--- config.mk ---
export PLATFORM = sky130hd
export DESIGN_NAME = adc_result_readout_port
export DESIGN_NICKNAME = d
export VERILOG_FILES = /design/src/common/adc_readout_pkg.sv /design/src/common/avg_if.sv /design/src/verilog/adc_result_readout_port.sv /design/src/verilog/sample_averager.sv
export VERILOG_INCLUDE_DIRS = /design/src /design/src/common
export SDC_FILE = /design/constraint.sdc
export NUM_CORES = 1
export LEC_CHECK = 0
export ABC_CLOCK_PERIOD_IN_PS = 4000
export BUFFER_PORTS_ARGS = -buffer_cell sky130_fd_sc_hd__buf_2
export CAP_MARGIN = 20
export CELL_PAD_IN_SITES_DETAIL_PLACEMENT = 1
export CELL_PAD_IN_SITES_GLOBAL_PLACEMENT = 1
export CORE_ASPECT_RATIO = 1.25
export CORE_UTILIZATION = 50
export CTS_CLUSTER_DIAMETER = 200
export DETAILED_ROUTE_END_ITERATION = 10
export PLACE_DENSITY_LB_ADDON = 0.1
export SYNTH_ARGS = -nofsm -noshare
export SYNTH_HDL_FRONTEND = slang
export SYNTH_HIERARCHICAL = 1
export SYNTH_SLANG_ARGS = --single-unit
--- constraint.sdc ---
create_clock -name clk -period 4 [get_ports clk]
set_input_delay 0.2 -clock clk [delete_from_list [all_inputs] [get_ports clk]]
set_output_delay 0.2 -clock clk [all_outputs]
set_load 0.02 [all_outputs]
--- src/common/adc_readout_consts.svh ---
// Constants shared by the ADC result read-out logic
`ifndef ADC_READOUT_CONSTS_SVH
`define ADC_READOUT_CONSTS_SVH
// Channel and word layout
`define ADC_CHANNELS         8
`define ADC_CODE_BITS        14
`define ADC_WORD_BITS        16
`define ADC_PAD_BITS         2
`define ADC_GROUP_FLIP       3'h4
`define ADC_ACC_BITS         20
// Oversampling codes
`define ADC_OS_BITS          3
`define ADC_OS_MAX_CODE      3'h6
`define ADC_RATIO_RESET      3'h0
// Serial frame length per channel, in clocks
`define ADC_SERIAL_FRAME_DEF 14
// Byte mode strobes that hold the marker high
`define ADC_MARK_STROBES     4'h2
// Positions in the synchronised pin vector
`define PIN_CSB              0
`define PIN_RDB              1
`define PIN_SCLK             2
`define PIN_IFSEL            3
`define PIN_WIDESEL          4
`define PIN_ORDER            5
`define PIN_START1           6
`define PIN_START2           7
`define PIN_OS_LO            8
`define PIN_COUNT            11
`endif

--- src/common/adc_readout_pkg.sv ---
// Types shared by the ADC result read-out logic
`include "adc_readout_consts.svh"
package adc_readout_pkg;
  typedef logic [`ADC_WORD_BITS-1:0]                 result_word_t;
  typedef logic [`ADC_CHANNELS*`ADC_CODE_BITS-1:0]   sample_bus_t;
  typedef logic [`ADC_OS_BITS-1:0]                   os_code_t;
  // Conversion sequencer, Gray along idle -> convert -> load
  typedef enum logic [1:0] {
    SEQ_IDLE = 2'b00,
    SEQ_CONV = 2'b01,
    SEQ_LOAD = 2'b11
  } seq_state_t;
  // Read mode from {interface select, wide/byte select}
  typedef enum logic [1:0] {
    MODE_WORD   = 2'b00,
    MODE_UNUSED = 2'b01,
    MODE_SERIAL = 2'b10,
    MODE_BYTE   = 2'b11
  } read_mode_t;
endpackage

--- src/common/avg_if.sv ---
// Link between the conversion sequencer and the averaging filter
`timescale 1ns/10ps
`default_nettype none
interface avg_if;
  import adc_readout_pkg::*;
  logic        ce;          // Clock enable
  logic        clear;       // Drop partial sums
  logic        sampleValid; // One raw sample set
  os_code_t    ratio;       // Log2 of sample count
  sample_bus_t sample;      // Raw samples, channel 0 low
  logic        done;        // Average ready, one cycle
  sample_bus_t average;     // Averaged samples
  modport seq (output ce, clear, sampleValid, ratio, sample, input done, average);
  modport avg (input ce, clear, sampleValid, ratio, sample, output done, average);
endinterface
`default_nettype wire

--- src/verilog/adc_result_readout_port.sv ---
// Result read-out port: byte and serial read modes, sequencer, averaging
//
// How it works
// RL1 - Results are 14-bit code plus two zeros
// RL2 - Both selects high picks byte mode
// RL3 - Byte order input picks upper or lower first
// RL4 - Chip select enables bus; strobes step bytes
// RL5 - Marker high two strobes, low at third
// RL6 - Interface high, wide low picks serial mode
// RL7 - Chip select high: outputs off, clock ignored
// RL8 - Chip select fall drives MSB out
// RL9 - Later bits shift on clock rise
// RL10 - Host may frame per channel or whole read
// RL11 - Primary sends 1-4 then 5-8; secondary reversed
// RL12 - Serial marker high at channel 1, low at 14th fall
// RL13 - Marker also covers channel 5 on secondary
// RL14 - Host gives 112 or 56 serial clocks
// RL15 - Reads during busy return previous results
// RL16 - Host ends reads before busy falls
// RL17 - Ratio inputs latched on busy fall
// RL18 - Host drives both starts together when oversampling
// RL19 - Busy lasts longer with higher ratio
// RL20 - Oversampled results pass averaging filter
// RL21 - Busy high during conversion; results load at fall
// RL22 - Both selects low picks word mode; here it only turns the byte and serial outputs off
// RL23 - Serial frame length is a parameter, 14
// RL24 - Ratio zero plain; else power-of-two averaging
`timescale 1ns/10ps
`default_nettype none
module adc_result_readout_port
  import adc_readout_pkg::*;
#(
  parameter logic [3:0] SERIAL_FRAME = 4'(`ADC_SERIAL_FRAME_DEF) // [RL23]
) (
  // Clock, reset, enable
  input  wire logic       clk,
  input  wire logic       rst_b,
  input  wire logic       ce,
  // Host control pins, asynchronous
  input  wire logic       chipSelectB,
  input  wire logic       readStrobeB,
  input  wire logic       serialClk,
  input  wire logic       interfaceSelectInput,
  input  wire logic       wideOrByteSelectInput,
  input  wire logic       byteOrderInput,
  input  wire logic       startGroupOne,
  input  wire logic       startGroupTwo,
  input  wire logic [2:0] oversampleRatioInputs,
  // Converter core, same clock
  input  wire logic       adcDone,
  input  wire sample_bus_t adcData,
  output logic            convReq,
  // Host outputs
  output logic            busy,
  output logic [7:0]      byteOutputBus,
  output logic            byteOutputBusOe,
  output logic            serialOutPrimary,
  output logic            serialOutSecondary,
  output logic            serialOutOe,
  output logic            firstChannelMarker,
  output logic            firstChannelMarkerOe,
  // Status
  output os_code_t        oversampleRatio
);
  // ****************************************
  // Pin synchronisers
  // ****************************************
  logic [`PIN_COUNT-1:0] sync1_ff; // First stage, read by sync2 only
  logic [`PIN_COUNT-1:0] sync2_ff; // Safe to use
  logic [`PIN_COUNT-1:0] prev_ff;  // Previous value for edges
  logic [`PIN_COUNT-1:0] pinRaw;

  assign pinRaw = {oversampleRatioInputs, startGroupTwo, startGroupOne, byteOrderInput,
                   wideOrByteSelectInput, interfaceSelectInput, serialClk, readStrobeB,
                   chipSelectB};

  // Two flops then an edge history stage
  always_ff @(posedge clk or negedge rst_b) begin
    if (!rst_b) begin
      sync1_ff <= {`PIN_COUNT{1'b1}};
      sync2_ff <= {`PIN_COUNT{1'b1}};
      prev_ff  <= {`PIN_COUNT{1'b1}};
    end else if (ce) begin
      sync1_ff <= pinRaw;
      sync2_ff <= sync1_ff;
      prev_ff  <= sync2_ff;
    end
  end

  // Edge events, gated by the enable so a frozen cycle sees none
  logic       csLow;
  logic       csFall;
  logic       csRise;
  logic       rdFall;
  logic       sclkRise;
  logic       sclkFall;
  logic       startOneRise;
  logic       startTwoRise;
  os_code_t   osPins;
  read_mode_t mode;

  assign csLow        = ~sync2_ff[`PIN_CSB];
  assign csFall       = ce & prev_ff[`PIN_CSB] & ~sync2_ff[`PIN_CSB];
  assign csRise       = ce & ~prev_ff[`PIN_CSB] & sync2_ff[`PIN_CSB];
  assign rdFall       = ce & prev_ff[`PIN_RDB] & ~sync2_ff[`PIN_RDB];
  assign sclkRise     = ce & ~prev_ff[`PIN_SCLK] & sync2_ff[`PIN_SCLK];
  assign sclkFall     = ce & prev_ff[`PIN_SCLK] & ~sync2_ff[`PIN_SCLK];
  assign startOneRise = ce & ~prev_ff[`PIN_START1] & sync2_ff[`PIN_START1];
  assign startTwoRise = ce & ~prev_ff[`PIN_START2] & sync2_ff[`PIN_START2];
  assign osPins       = sync2_ff[`PIN_OS_LO +: `ADC_OS_BITS];
  assign mode         = read_mode_t'({sync2_ff[`PIN_IFSEL], sync2_ff[`PIN_WIDESEL]}); // [RL2] [RL6]

  // ****************************************
  // Conversion sequencer
  // ****************************************
  avg_if avgBus ();

  seq_state_t   state_ff;                       // Sequencer state
  seq_state_t   nxt_state;
  logic         armOne_ff;                      // Group one sampled
  logic         nxt_armOne;
  logic         armTwo_ff;                      // Group two sampled
  logic         nxt_armTwo;
  logic         busy_ff;
  logic         nxt_busy;
  logic         convReq_ff;
  logic         nxt_convReq;
  os_code_t     ratio_ff;                       // Ratio for the running conversion
  os_code_t     nxt_ratio;
  logic         sampleSeen_ff;                  // Core answered one cycle ago
  logic         nxt_sampleSeen;
  result_word_t results_ff  [`ADC_CHANNELS];   // Output registers
  result_word_t nxt_results [`ADC_CHANNELS];

  assign avgBus.ce          = ce;
  assign avgBus.clear       = (state_ff == SEQ_IDLE);
  assign avgBus.sampleValid = adcDone;
  assign avgBus.sample      = adcData;
  assign avgBus.ratio       = ratio_ff;

  sample_averager u_avg (
    .clk   (clk),
    .rst_b (rst_b),
    .bus   (avgBus)
  );

  // Next state of the sequencer
  always_comb begin
    nxt_state   = state_ff;
    nxt_armOne  = armOne_ff;
    nxt_armTwo  = armTwo_ff;
    nxt_busy    = busy_ff;
    nxt_convReq = 1'b0;
    nxt_ratio   = ratio_ff;
    nxt_results = results_ff;
    nxt_sampleSeen = adcDone;
    unique case (state_ff)
      SEQ_IDLE: begin
        // Groups may be started apart; conversion waits for both
        nxt_armOne = armOne_ff | startOneRise;
        nxt_armTwo = armTwo_ff | startTwoRise;
        if (nxt_armOne && nxt_armTwo) begin
          nxt_state   = SEQ_CONV;
          nxt_busy    = 1'b1;                  // [RL21]
          nxt_convReq = 1'b1;
          nxt_armOne  = 1'b0;
          nxt_armTwo  = 1'b0;
        end
      end
      SEQ_CONV: begin
        // Starts seen while busy are dropped
        // Ask again only after the averager has judged the set; asking on the
        // last sample would start a stray set that nobody averages
        if (avgBus.done) begin
          nxt_state = SEQ_LOAD;
        end else if (sampleSeen_ff) begin
          nxt_convReq = 1'b1;                  // [RL19]
        end
      end
      SEQ_LOAD: begin
        // Refresh results and drop busy in the same edge
        for (int ch = 0; ch < `ADC_CHANNELS; ch++) begin
          nxt_results[ch] = {avgBus.average[ch*`ADC_CODE_BITS +: `ADC_CODE_BITS],
                             `ADC_PAD_BITS'(0)}; // [RL1] [RL20] [RL21]
        end
        nxt_busy  = 1'b0;
        nxt_ratio = (osPins > `ADC_OS_MAX_CODE) ? `ADC_RATIO_RESET : osPins; // [RL17] [RL24]
        nxt_state = SEQ_IDLE;
      end
      default: begin
        nxt_state = SEQ_IDLE;
        nxt_busy  = 1'b0;
      end
    endcase
  end

  // Register stage of the sequencer
  always_ff @(posedge clk or negedge rst_b) begin
    if (!rst_b) begin
      state_ff   <= SEQ_IDLE;
      armOne_ff  <= 1'b0;
      armTwo_ff  <= 1'b0;
      busy_ff    <= 1'b0;
      convReq_ff <= 1'b0;
      ratio_ff   <= `ADC_RATIO_RESET;
      sampleSeen_ff <= 1'b0;
      for (int ch = 0; ch < `ADC_CHANNELS; ch++) begin
        results_ff[ch] <= '0;
      end
    end else if (ce) begin
      state_ff   <= nxt_state;
      armOne_ff  <= nxt_armOne;
      armTwo_ff  <= nxt_armTwo;
      busy_ff    <= nxt_busy;
      convReq_ff <= nxt_convReq;
      ratio_ff   <= nxt_ratio;
      results_ff <= nxt_results;
      sampleSeen_ff <= nxt_sampleSeen;
    end
  end

  // ****************************************
  // Byte and serial read-out
  // ****************************************
  logic [7:0]   byteBus_ff;
  logic [7:0]   nxt_byteBus;
  logic         byteOe_ff;
  logic         nxt_byteOe;
  logic [3:0]   byteIdx_ff;   // Strobe count, 16 per full read
  logic [3:0]   nxt_byteIdx;
  logic         serA_ff;
  logic         nxt_serA;
  logic         serB_ff;
  logic         nxt_serB;
  logic         serOe_ff;
  logic         nxt_serOe;
  logic         mark_ff;
  logic         nxt_mark;
  logic         markOe_ff;
  logic         nxt_markOe;
  logic [3:0]   fallCnt_ff;   // Clock falls within the channel
  logic [3:0]   nxt_fallCnt;
  logic [2:0]   chan_ff;      // Channel on the primary line
  logic [2:0]   nxt_chan;
  result_word_t byteWord;
  result_word_t wordA;
  result_word_t wordB;
  logic [3:0]   bitSel;
  logic         curBitA;
  logic         curBitB;

  assign byteWord = results_ff[byteIdx_ff[3:1]];
  assign wordA    = results_ff[chan_ff];
  assign wordB    = results_ff[chan_ff ^ `ADC_GROUP_FLIP]; // [RL11]
  assign bitSel   = 4'hf - fallCnt_ff;
  assign curBitA  = wordA[bitSel];
  assign curBitB  = wordB[bitSel];

  // Next values of the read-out pins; results only change at load [RL15]
  always_comb begin
    nxt_byteBus = byteBus_ff;
    nxt_byteOe  = byteOe_ff;
    nxt_byteIdx = byteIdx_ff;
    nxt_serA    = serA_ff;
    nxt_serB    = serB_ff;
    nxt_serOe   = serOe_ff;
    nxt_mark    = mark_ff;
    nxt_markOe  = markOe_ff;
    nxt_fallCnt = fallCnt_ff;
    nxt_chan    = chan_ff;
    if (mode == MODE_BYTE) begin
      nxt_serOe = 1'b0;
      if (csRise) begin
        nxt_byteOe  = 1'b0;
        nxt_markOe  = 1'b0;                    // [RL5]
        nxt_byteIdx = '0;
      end else if (csFall) begin
        nxt_byteOe = 1'b1;                     // [RL4]
        nxt_markOe = 1'b1;
        nxt_mark   = 1'b0;
      end else if (csLow && rdFall) begin
        // Odd strobe count picks the second byte of the channel [RL3]
        nxt_byteBus = (byteIdx_ff[0] ^ sync2_ff[`PIN_ORDER]) ? byteWord[15:8] : byteWord[7:0];
        nxt_mark    = (byteIdx_ff < `ADC_MARK_STROBES); // [RL5]
        nxt_byteIdx = byteIdx_ff + 4'h1;       // [RL4]
      end
    end else if (mode == MODE_SERIAL) begin
      nxt_byteOe = 1'b0;
      if (!csLow) begin
        // Deselected: lines released, clock has no effect [RL7]
        nxt_serOe  = 1'b0;
        nxt_markOe = 1'b0;
      end else begin
        if (csFall || sclkRise) begin
          nxt_serA   = curBitA;                // [RL8] [RL9]
          nxt_serB   = curBitB;                // [RL11]
          nxt_serOe  = 1'b1;
          nxt_markOe = 1'b1;
          // Channel 5 leaves the secondary line at the same time [RL12] [RL13]
          nxt_mark   = (chan_ff == 3'h0);
        end
        if (sclkFall && !csFall) begin
          if (fallCnt_ff == SERIAL_FRAME - 4'h1) begin
            nxt_fallCnt = '0;                  // [RL23]
            nxt_chan    = chan_ff + 3'h1;      // [RL10]
            nxt_mark    = (chan_ff == 3'h7);   // [RL12]
          end else begin
            nxt_fallCnt = fallCnt_ff + 4'h1;   // [RL9]
          end
        end
      end
    end else begin
      // Word mode and the unused code drive nothing here [RL22]
      nxt_byteOe = 1'b0;
      nxt_serOe  = 1'b0;
      nxt_markOe = 1'b0;
    end
    if (state_ff == SEQ_LOAD) begin
      // Fresh results restart at channel 1
      nxt_chan    = '0;
      nxt_fallCnt = '0;
      nxt_byteIdx = '0;
    end
  end

  // Register stage of the read-out
  always_ff @(posedge clk or negedge rst_b) begin
    if (!rst_b) begin
      byteBus_ff <= '0;
      byteOe_ff  <= 1'b0;
      byteIdx_ff <= '0;
      serA_ff    <= 1'b0;
      serB_ff    <= 1'b0;
      serOe_ff   <= 1'b0;
      mark_ff    <= 1'b0;
      markOe_ff  <= 1'b0;
      fallCnt_ff <= '0;
      chan_ff    <= '0;
    end else if (ce) begin
      byteBus_ff <= nxt_byteBus;
      byteOe_ff  <= nxt_byteOe;
      byteIdx_ff <= nxt_byteIdx;
      serA_ff    <= nxt_serA;
      serB_ff    <= nxt_serB;
      serOe_ff   <= nxt_serOe;
      mark_ff    <= nxt_mark;
      markOe_ff  <= nxt_markOe;
      fallCnt_ff <= nxt_fallCnt;
      chan_ff    <= nxt_chan;
    end
  end

  // Outputs straight from flops
  assign convReq              = convReq_ff;
  assign busy                 = busy_ff;
  assign byteOutputBus        = byteBus_ff;
  assign byteOutputBusOe      = byteOe_ff;
  assign serialOutPrimary     = serA_ff;
  assign serialOutSecondary   = serB_ff;
  assign serialOutOe          = serOe_ff;
  assign firstChannelMarker   = mark_ff;
  assign firstChannelMarkerOe = markOe_ff;
  assign oversampleRatio      = ratio_ff;

  // ****************************************
  // Checks
  // ****************************************
  property p_load_pad;
    @(posedge clk) disable iff (!rst_b)
      (ce && state_ff == SEQ_LOAD) |=> results_ff[0] == {$past(avgBus.average[13:0]), 2'b00};
  endproperty
  a_load_pad: assert property (p_load_pad) else $error("result word not code plus zeros"); // [RL1]
  property p_byte_enable;
    @(posedge clk) disable iff (!rst_b)
      (mode == MODE_BYTE && csFall) |=> byteOe_ff && markOe_ff && !serOe_ff;
  endproperty
  a_byte_enable: assert property (p_byte_enable) else $error("byte bus not enabled"); // [RL4]
  property p_byte_first;
    @(posedge clk) disable iff (!rst_b)
      (mode == MODE_BYTE && csLow && rdFall && !csRise && byteIdx_ff == 4'h0 &&
       sync2_ff[`PIN_ORDER]) |=> byteBus_ff == $past(byteWord[15:8]) && mark_ff;
  endproperty
  a_byte_first: assert property (p_byte_first) else $error("upper byte not first"); // [RL3]
  property p_byte_mark_low;
    @(posedge clk) disable iff (!rst_b)
      (mode == MODE_BYTE && csLow && rdFall && !csRise && byteIdx_ff == 4'h2) |=> !mark_ff;
  endproperty
  a_byte_mark_low: assert property (p_byte_mark_low) else $error("marker high at third strobe"); // [RL5]
  property p_serial_idle;
    @(posedge clk) disable iff (!rst_b)
      (ce && mode == MODE_SERIAL && !csLow && state_ff != SEQ_LOAD)
        |=> !serOe_ff && !markOe_ff && $stable(fallCnt_ff);
  endproperty
  a_serial_idle: assert property (p_serial_idle) else $error("serial active while deselected"); // [RL7]
  property p_serial_msb;
    @(posedge clk) disable iff (!rst_b)
      (mode == MODE_SERIAL && csFall && fallCnt_ff == 4'h0 && state_ff != SEQ_LOAD)
        |=> serOe_ff && serA_ff == $past(wordA[15]) && serB_ff == $past(wordB[15]);
  endproperty
  a_serial_msb: assert property (p_serial_msb) else $error("MSB not driven at select"); // [RL8]
  property p_frame_wrap;
    @(posedge clk) disable iff (!rst_b)
      (mode == MODE_SERIAL && csLow && sclkFall && !csFall && state_ff != SEQ_LOAD &&
       fallCnt_ff == SERIAL_FRAME - 4'h1) |=> fallCnt_ff == 4'h0 && chan_ff == $past(chan_ff) + 3'h1;
  endproperty
  a_frame_wrap: assert property (p_frame_wrap) else $error("channel frame length wrong"); // [RL23]
  property p_ratio_latch;
    @(posedge clk) disable iff (!rst_b)
      $fell(busy_ff) |-> ratio_ff == (($past(osPins) > `ADC_OS_MAX_CODE) ? 3'h0 : $past(osPins));
  endproperty
  a_ratio_latch: assert property (p_ratio_latch) else $error("ratio not latched at busy fall"); // [RL17]
  property p_busy_hold;
    @(posedge clk) disable iff (!rst_b)
      (busy_ff && state_ff == SEQ_CONV) |=> $stable(results_ff[0]) && $stable(results_ff[7]);
  endproperty
  a_busy_hold: assert property (p_busy_hold) else $error("results changed while busy"); // [RL15]
  property p_busy_start;
    @(posedge clk) disable iff (!rst_b)
      (ce && state_ff == SEQ_IDLE && nxt_state == SEQ_CONV) |=> busy_ff && convReq_ff;
  endproperty
  a_busy_start: assert property (p_busy_start) else $error("busy not raised at start"); // [RL21]
endmodule
`default_nettype wire

--- src/verilog/sample_averager.sv ---
// Averaging filter over power-of-two sample counts for all channels
`timescale 1ns/10ps
`default_nettype none
module sample_averager
  import adc_readout_pkg::*;
(
  // Clock and reset
  input  wire logic clk,
  input  wire logic rst_b,
  // Sequencer side
  avg_if.avg        bus
);
  logic signed [`ADC_ACC_BITS-1:0] acc_ff  [`ADC_CHANNELS]; // Running sums
  logic signed [`ADC_ACC_BITS-1:0] nxt_acc [`ADC_CHANNELS];
  logic signed [`ADC_ACC_BITS-1:0] sumVal  [`ADC_CHANNELS]; // Sum with new sample
  logic signed [`ADC_ACC_BITS-1:0] shVal   [`ADC_CHANNELS]; // Sum divided down
  logic [6:0]                      cnt_ff;                  // Samples taken
  logic [6:0]                      nxt_cnt;
  logic [6:0]                      target;                  // Samples wanted
  logic                            done_ff;
  logic                            nxt_done;
  sample_bus_t                     avg_ff;
  sample_bus_t                     nxt_avg;

  assign bus.done    = done_ff;
  assign bus.average = avg_ff;

  // ****************************************
  // Accumulate and divide
  // ****************************************
  // Arithmetic shift keeps bipolar codes signed; truncates toward minus
  always_comb begin
    nxt_acc  = acc_ff;
    nxt_cnt  = cnt_ff;
    nxt_done = 1'b0;
    nxt_avg  = avg_ff;
    target   = 7'h01 << bus.ratio; // [RL24]
    for (int ch = 0; ch < `ADC_CHANNELS; ch++) begin
      sumVal[ch] = acc_ff[ch] +
                   `ADC_ACC_BITS'($signed(bus.sample[ch*`ADC_CODE_BITS +: `ADC_CODE_BITS]));
      shVal[ch]  = sumVal[ch] >>> bus.ratio;
    end
    if (bus.clear) begin
      // Idle: nothing half-summed survives
      for (int ch = 0; ch < `ADC_CHANNELS; ch++) begin
        nxt_acc[ch] = '0;
      end
      nxt_cnt = '0;
    end else if (bus.sampleValid) begin
      if (cnt_ff + 7'h01 == target) begin
        // Last sample of the set: publish the mean [RL20]
        for (int ch = 0; ch < `ADC_CHANNELS; ch++) begin
          nxt_avg[ch*`ADC_CODE_BITS +: `ADC_CODE_BITS] = shVal[ch][`ADC_CODE_BITS-1:0];
          nxt_acc[ch] = '0;
        end
        nxt_cnt  = '0;
        nxt_done = 1'b1;
      end else begin
        for (int ch = 0; ch < `ADC_CHANNELS; ch++) begin
          nxt_acc[ch] = sumVal[ch];
        end
        nxt_cnt = cnt_ff + 7'h01;
      end
    end
  end

  // Register stage
  always_ff @(posedge clk or negedge rst_b) begin
    if (!rst_b) begin
      for (int ch = 0; ch < `ADC_CHANNELS; ch++) begin
        acc_ff[ch] <= '0;
      end
      cnt_ff  <= '0;
      done_ff <= 1'b0;
      avg_ff  <= '0;
    end else if (bus.ce) begin
      acc_ff  <= nxt_acc;
      cnt_ff  <= nxt_cnt;
      done_ff <= nxt_done;
      avg_ff  <= nxt_avg;
    end
  end

  // Done only after the wanted count of samples
  property p_done_count;
    @(posedge clk) disable iff (!rst_b)
      (bus.ce && bus.sampleValid && !bus.clear && (cnt_ff + 7'h01 != target)) |=> !done_ff;
  endproperty
  a_done_count: assert property (p_done_count) else $error("average published early"); // [RL24]
endmodule
`default_nettype wire
==> results.txt <==
outcome: finished, final reports clean
RSZ-0062 raised after global routing: no
critical path capture point type: register
synthesized area: 31,700 um^2
Final HPWL DP: 77.6 mm
initial DRC count: 1,805
power share of the clock group: 0.146
Worst R2R Path Depth: 13
Antenna Cells: 0
Initial Util: 0.509
# resized after CTS: 0
Fin. Hold Viols: 0
via count: 27,500
Slew headroom: 0.314
overflow left after global routing: 0
Worst Hold Depth: 3
H-tree depth: 2
minimum clock period: 3590 ps
Yosys reg bits: 454
worst-margin pin slew: 1000 ps
Residual DRC: 0
pin count of the biggest net entering global routing: 100
Initial DRT Pass Iterations: 5
Post-synth EDFFs: 0
maxcap violations: 0
metal2 WL: 53.2 mm
max incr delay on CP: 680 ps
Synth Area in Simple Gates: 0.121
first-pass GRT wire length: 169 mm
Compound-Gate Fraction of Synth Area: 0.212
final antenna-violating net count: 0
Tcrit/Tclk final: 0.897
Async SR Flop Fraction: 1.00
xor-xnor portion of the synthesized cell area: 0.0364
skew final: 23.7 ps
Comb pwr share: 0.597
Area Overhead vs Synth: 10.9%
Yosys warnings: 6
total core area: 62,300 um^2
slowest CP cell: a211oi_1
setup TNS: 0 ps
share of layout cells above drive strength 1: 0.180
met3 WL post-DR: 4.91 mm
adder-cell share of the synthesized area: 0.0678
WP depth: 13
Power Density: 946 nW/um^2
std cell rows: 102
Num CTS Buffers: 52
DR WL/cell: 25.3 um
Die Width: 227 um
Worst-Skew Late Latency: 620 ps
Max FO, Critical Path: 4
Post-Synthesis Cells: 3,275
final slew viol count: 0
Seq pwr share: 0.258
CTS tree: done
Placed Cells incl. Taps: 4,111
met1 wire length: 45.2 mm
critical path required time: 4480 ps
Final #Nets: 3,645
Netlist cell types: 99
multi-input logic area: 19,200 um^2
syn nets: 3,569
max frequency: 0.279 GHz
Internal: 17.3 mW
switching power: 15.9 mW
clk slew on worst S/H paths: 60 ps
Static Leak: 16.5 nW
Synth Flop Type: dfrtp_1
Port Buf Inserts: 145
buffer and inverter count on the worst path: 1
largest family of logic cells by synthesized area: compound AO/OA/AOI/OAI gates
WP data arrival: 4070 ps
antenna violations before repair: 2
vias in the first global route: 29,500
worst path cell trace: ha_1 -> inv_1 -> fa_1 -> nor2b_1 -> o21a_1 -> o21ai_0 -> a211o_1 -> a21o_1 -> a211oi_1 -> nor2_1 -> nor3_1 -> a2bb2oi_1 -> o21ai_1
Worst VDD drop: 0.548 mV
Root Buffer: clkbuf_16
GP Congestion: 0.915
gr usage total: 0.334
Storage cell area: 11,400 um^2
switching part of the total: 0.480
Post-DP Area: 33,300 um^2
Hold Crit Class: input pin to register
final cell count without fillers: 4,220
die area: 64,400 um^2
CTS max path bufs: 3
vias per std cell: 6.51
final core utilization: 0.564
post-synthesis sequential area ratio: 0.360
DR top layer: met5
Top Ports: 146
fin area: 35,200 um^2
syn_area_per_cell: 9.68 um^2
Die Ht: 283 um
Setup crit start kind: register
Setup Viol. Count Final: 0
family with the most delay on the worst path: compound AO/OA/AOI/OAI gates
final WL: 107 mm
post-synthesis mux area share: 0.167
critical setup path kind: register to register
clk sinks: 454
fill count: 6,997
Pwr Total: 33.2 mW
-- final cells by class --
class | instances | share of cell area
clock buffers | 74 | 0.0443
clock inverters | 17 | 0.00402
inverters | 85 | 0.00929
repair buffers | 217 | 0.0418
well taps | 832 | 0.0296
flip-flops and latches | 454 | 0.325
multi-input cells | 2541 | 0.546
-- layout by cell type, fill, tap and decap left out, types with 12 or more instances in the layout --
master / n
clkbuf_16: 54
mux2_2: 172
a211oi_1: 71
mux2i_1: 148
inv_1: 80
nor2_1: 227
and3_1: 17
o22ai_1: 14
a21oi_1: 231
a21o_1: 78
buf_4: 43
nor3_1: 53
xnor2_1: 80
mux4_2: 79
o21ai_0: 234
o31ai_1: 12
a22o_1: 109
o211ai_1: 26
a22oi_1: 33
dfrtp_1: 422
and2_1: 30
nand2b_1: 36
nand2_1: 292
nand4_1: 12
dlygate4sd3_1: 17
buf_12: 12
xor2_1: 50
dfstp_2: 27
clkbuf_8: 13
nor2b_1: 28
buf_2: 144
nand3_1: 62
o21bai_1: 14
ha_1: 159
a31oi_1: 21
o21a_1: 25
-- repair_timing --
item,4_1_cts,5_1_grt
hold endpoints to repair,86,0
buffers inserted,0,0
hold buffers,17,0
-- state kept, by name (all words and copies together) (netlist names), 4 cells and up --
register and count:
fallCnt_ff 4, sync2_ff 11, byteOutputBus 8, results_ff 112, byteIdx_ff 4, u_avg/acc_ff 160
sync1_ff 11, u_avg/cnt_ff 7, prev_ff 5, u_avg/bus.average 112
-- worst min-delay path, delay by kind of cell --
| family | cells | cell delay [ps] |
|---|---|---|
| compound gates | 1 | 140 |
| buf+inv | 1 | 90 |
| fa+ha+maj | 1 | 170 |
-- synth_stat cells (25+ instances only) --
master    number  area share
a21o_1        78       0.018
mux2_2       172       0.061
xor2_1        50       0.014
buf_2         32      0.0051
nand3_1       63      0.0099
o21a_1        25      0.0059
ha_1         159       0.063
nor2b_1       28      0.0055
and2_1        31      0.0061
a22oi_1       33      0.0078
inv_1         82      0.0097
a22o_1       109       0.030
nand2b_1      37      0.0073
nor3_1        53      0.0084
a211oi_1      72       0.017
dfrtp_1      427        0.34
o21ai_0      234       0.037
nand2_1      293       0.035
dfstp_2       27       0.022
o211ai_1      26      0.0062
nor2_1       228       0.027
clkbuf_1     130       0.015
a21oi_1      231       0.036
mux4_2        79       0.056
xnor2_1       80       0.022
mux2i_1      148       0.047
-- stage by stage --
step	hold slack (ps)	setup slack [ps]
2_1_floorplan	-95.6	1040
3_3_place_gp	237	635
3_5_place_dp	238	538
4_1_cts	12.9	474
5_1_grt	35.5	148
6_report	32.4	413
-- path summary, 6_finish.rpt --
path                       slack, ps                    end                  from
hold / removal                    30      u_avg/acc_ff[120]           adcData[14]
max in group asynchronous       2750       u_avg/acc_ff[96]                 rst_b
setup reg to reg                 410  u_avg/bus.average[68]      u_avg/acc_ff[60]
setup / recovery                 410  u_avg/bus.average[68]      u_avg/acc_ff[60]
hold reg to reg                  490   u_avg/bus.average[1]  u_avg/bus.average[1]
min in group asynchronous        140              armTwo_ff                 rst_b
-- per-layer routing --
layer,global-route usage,vias up
met5,0,-
met4,0.114,4
met3,0.0393,225
met2,0.571,788
met1,0.436,14100
li1,-,12400
-- power by group through the flow --
stage / sequential (mW) / combinational, mW / clock (mW)
after floorplan: 7.51 / 14.3 / 0
after CTS: 8.55 / 19.5 / 4.92
after detailed placement: 8.59 / 19.3 / 0
after global placement: 8.45 / 18.6 / 0
final: 8.56 / 19.8 / 4.84
after global routing: 8.73 / 21.5 / 5.09
-- logic make-up (layout without fill, tap and decap cells) --
kind of cell | count (synthesis) | in the layout
adders and majority gates | 167 | 167
and+or+nand+nor | 830 | 830
muxes | 403 | 403
DFF | 454 | 454
xor gates and xnor gates | 131 | 131
buffers and inverters | 280 | 393
AOI/OAI and AO/OA | 1010 | 1010
No activity file was read; power rests on OpenSTA's default activity.
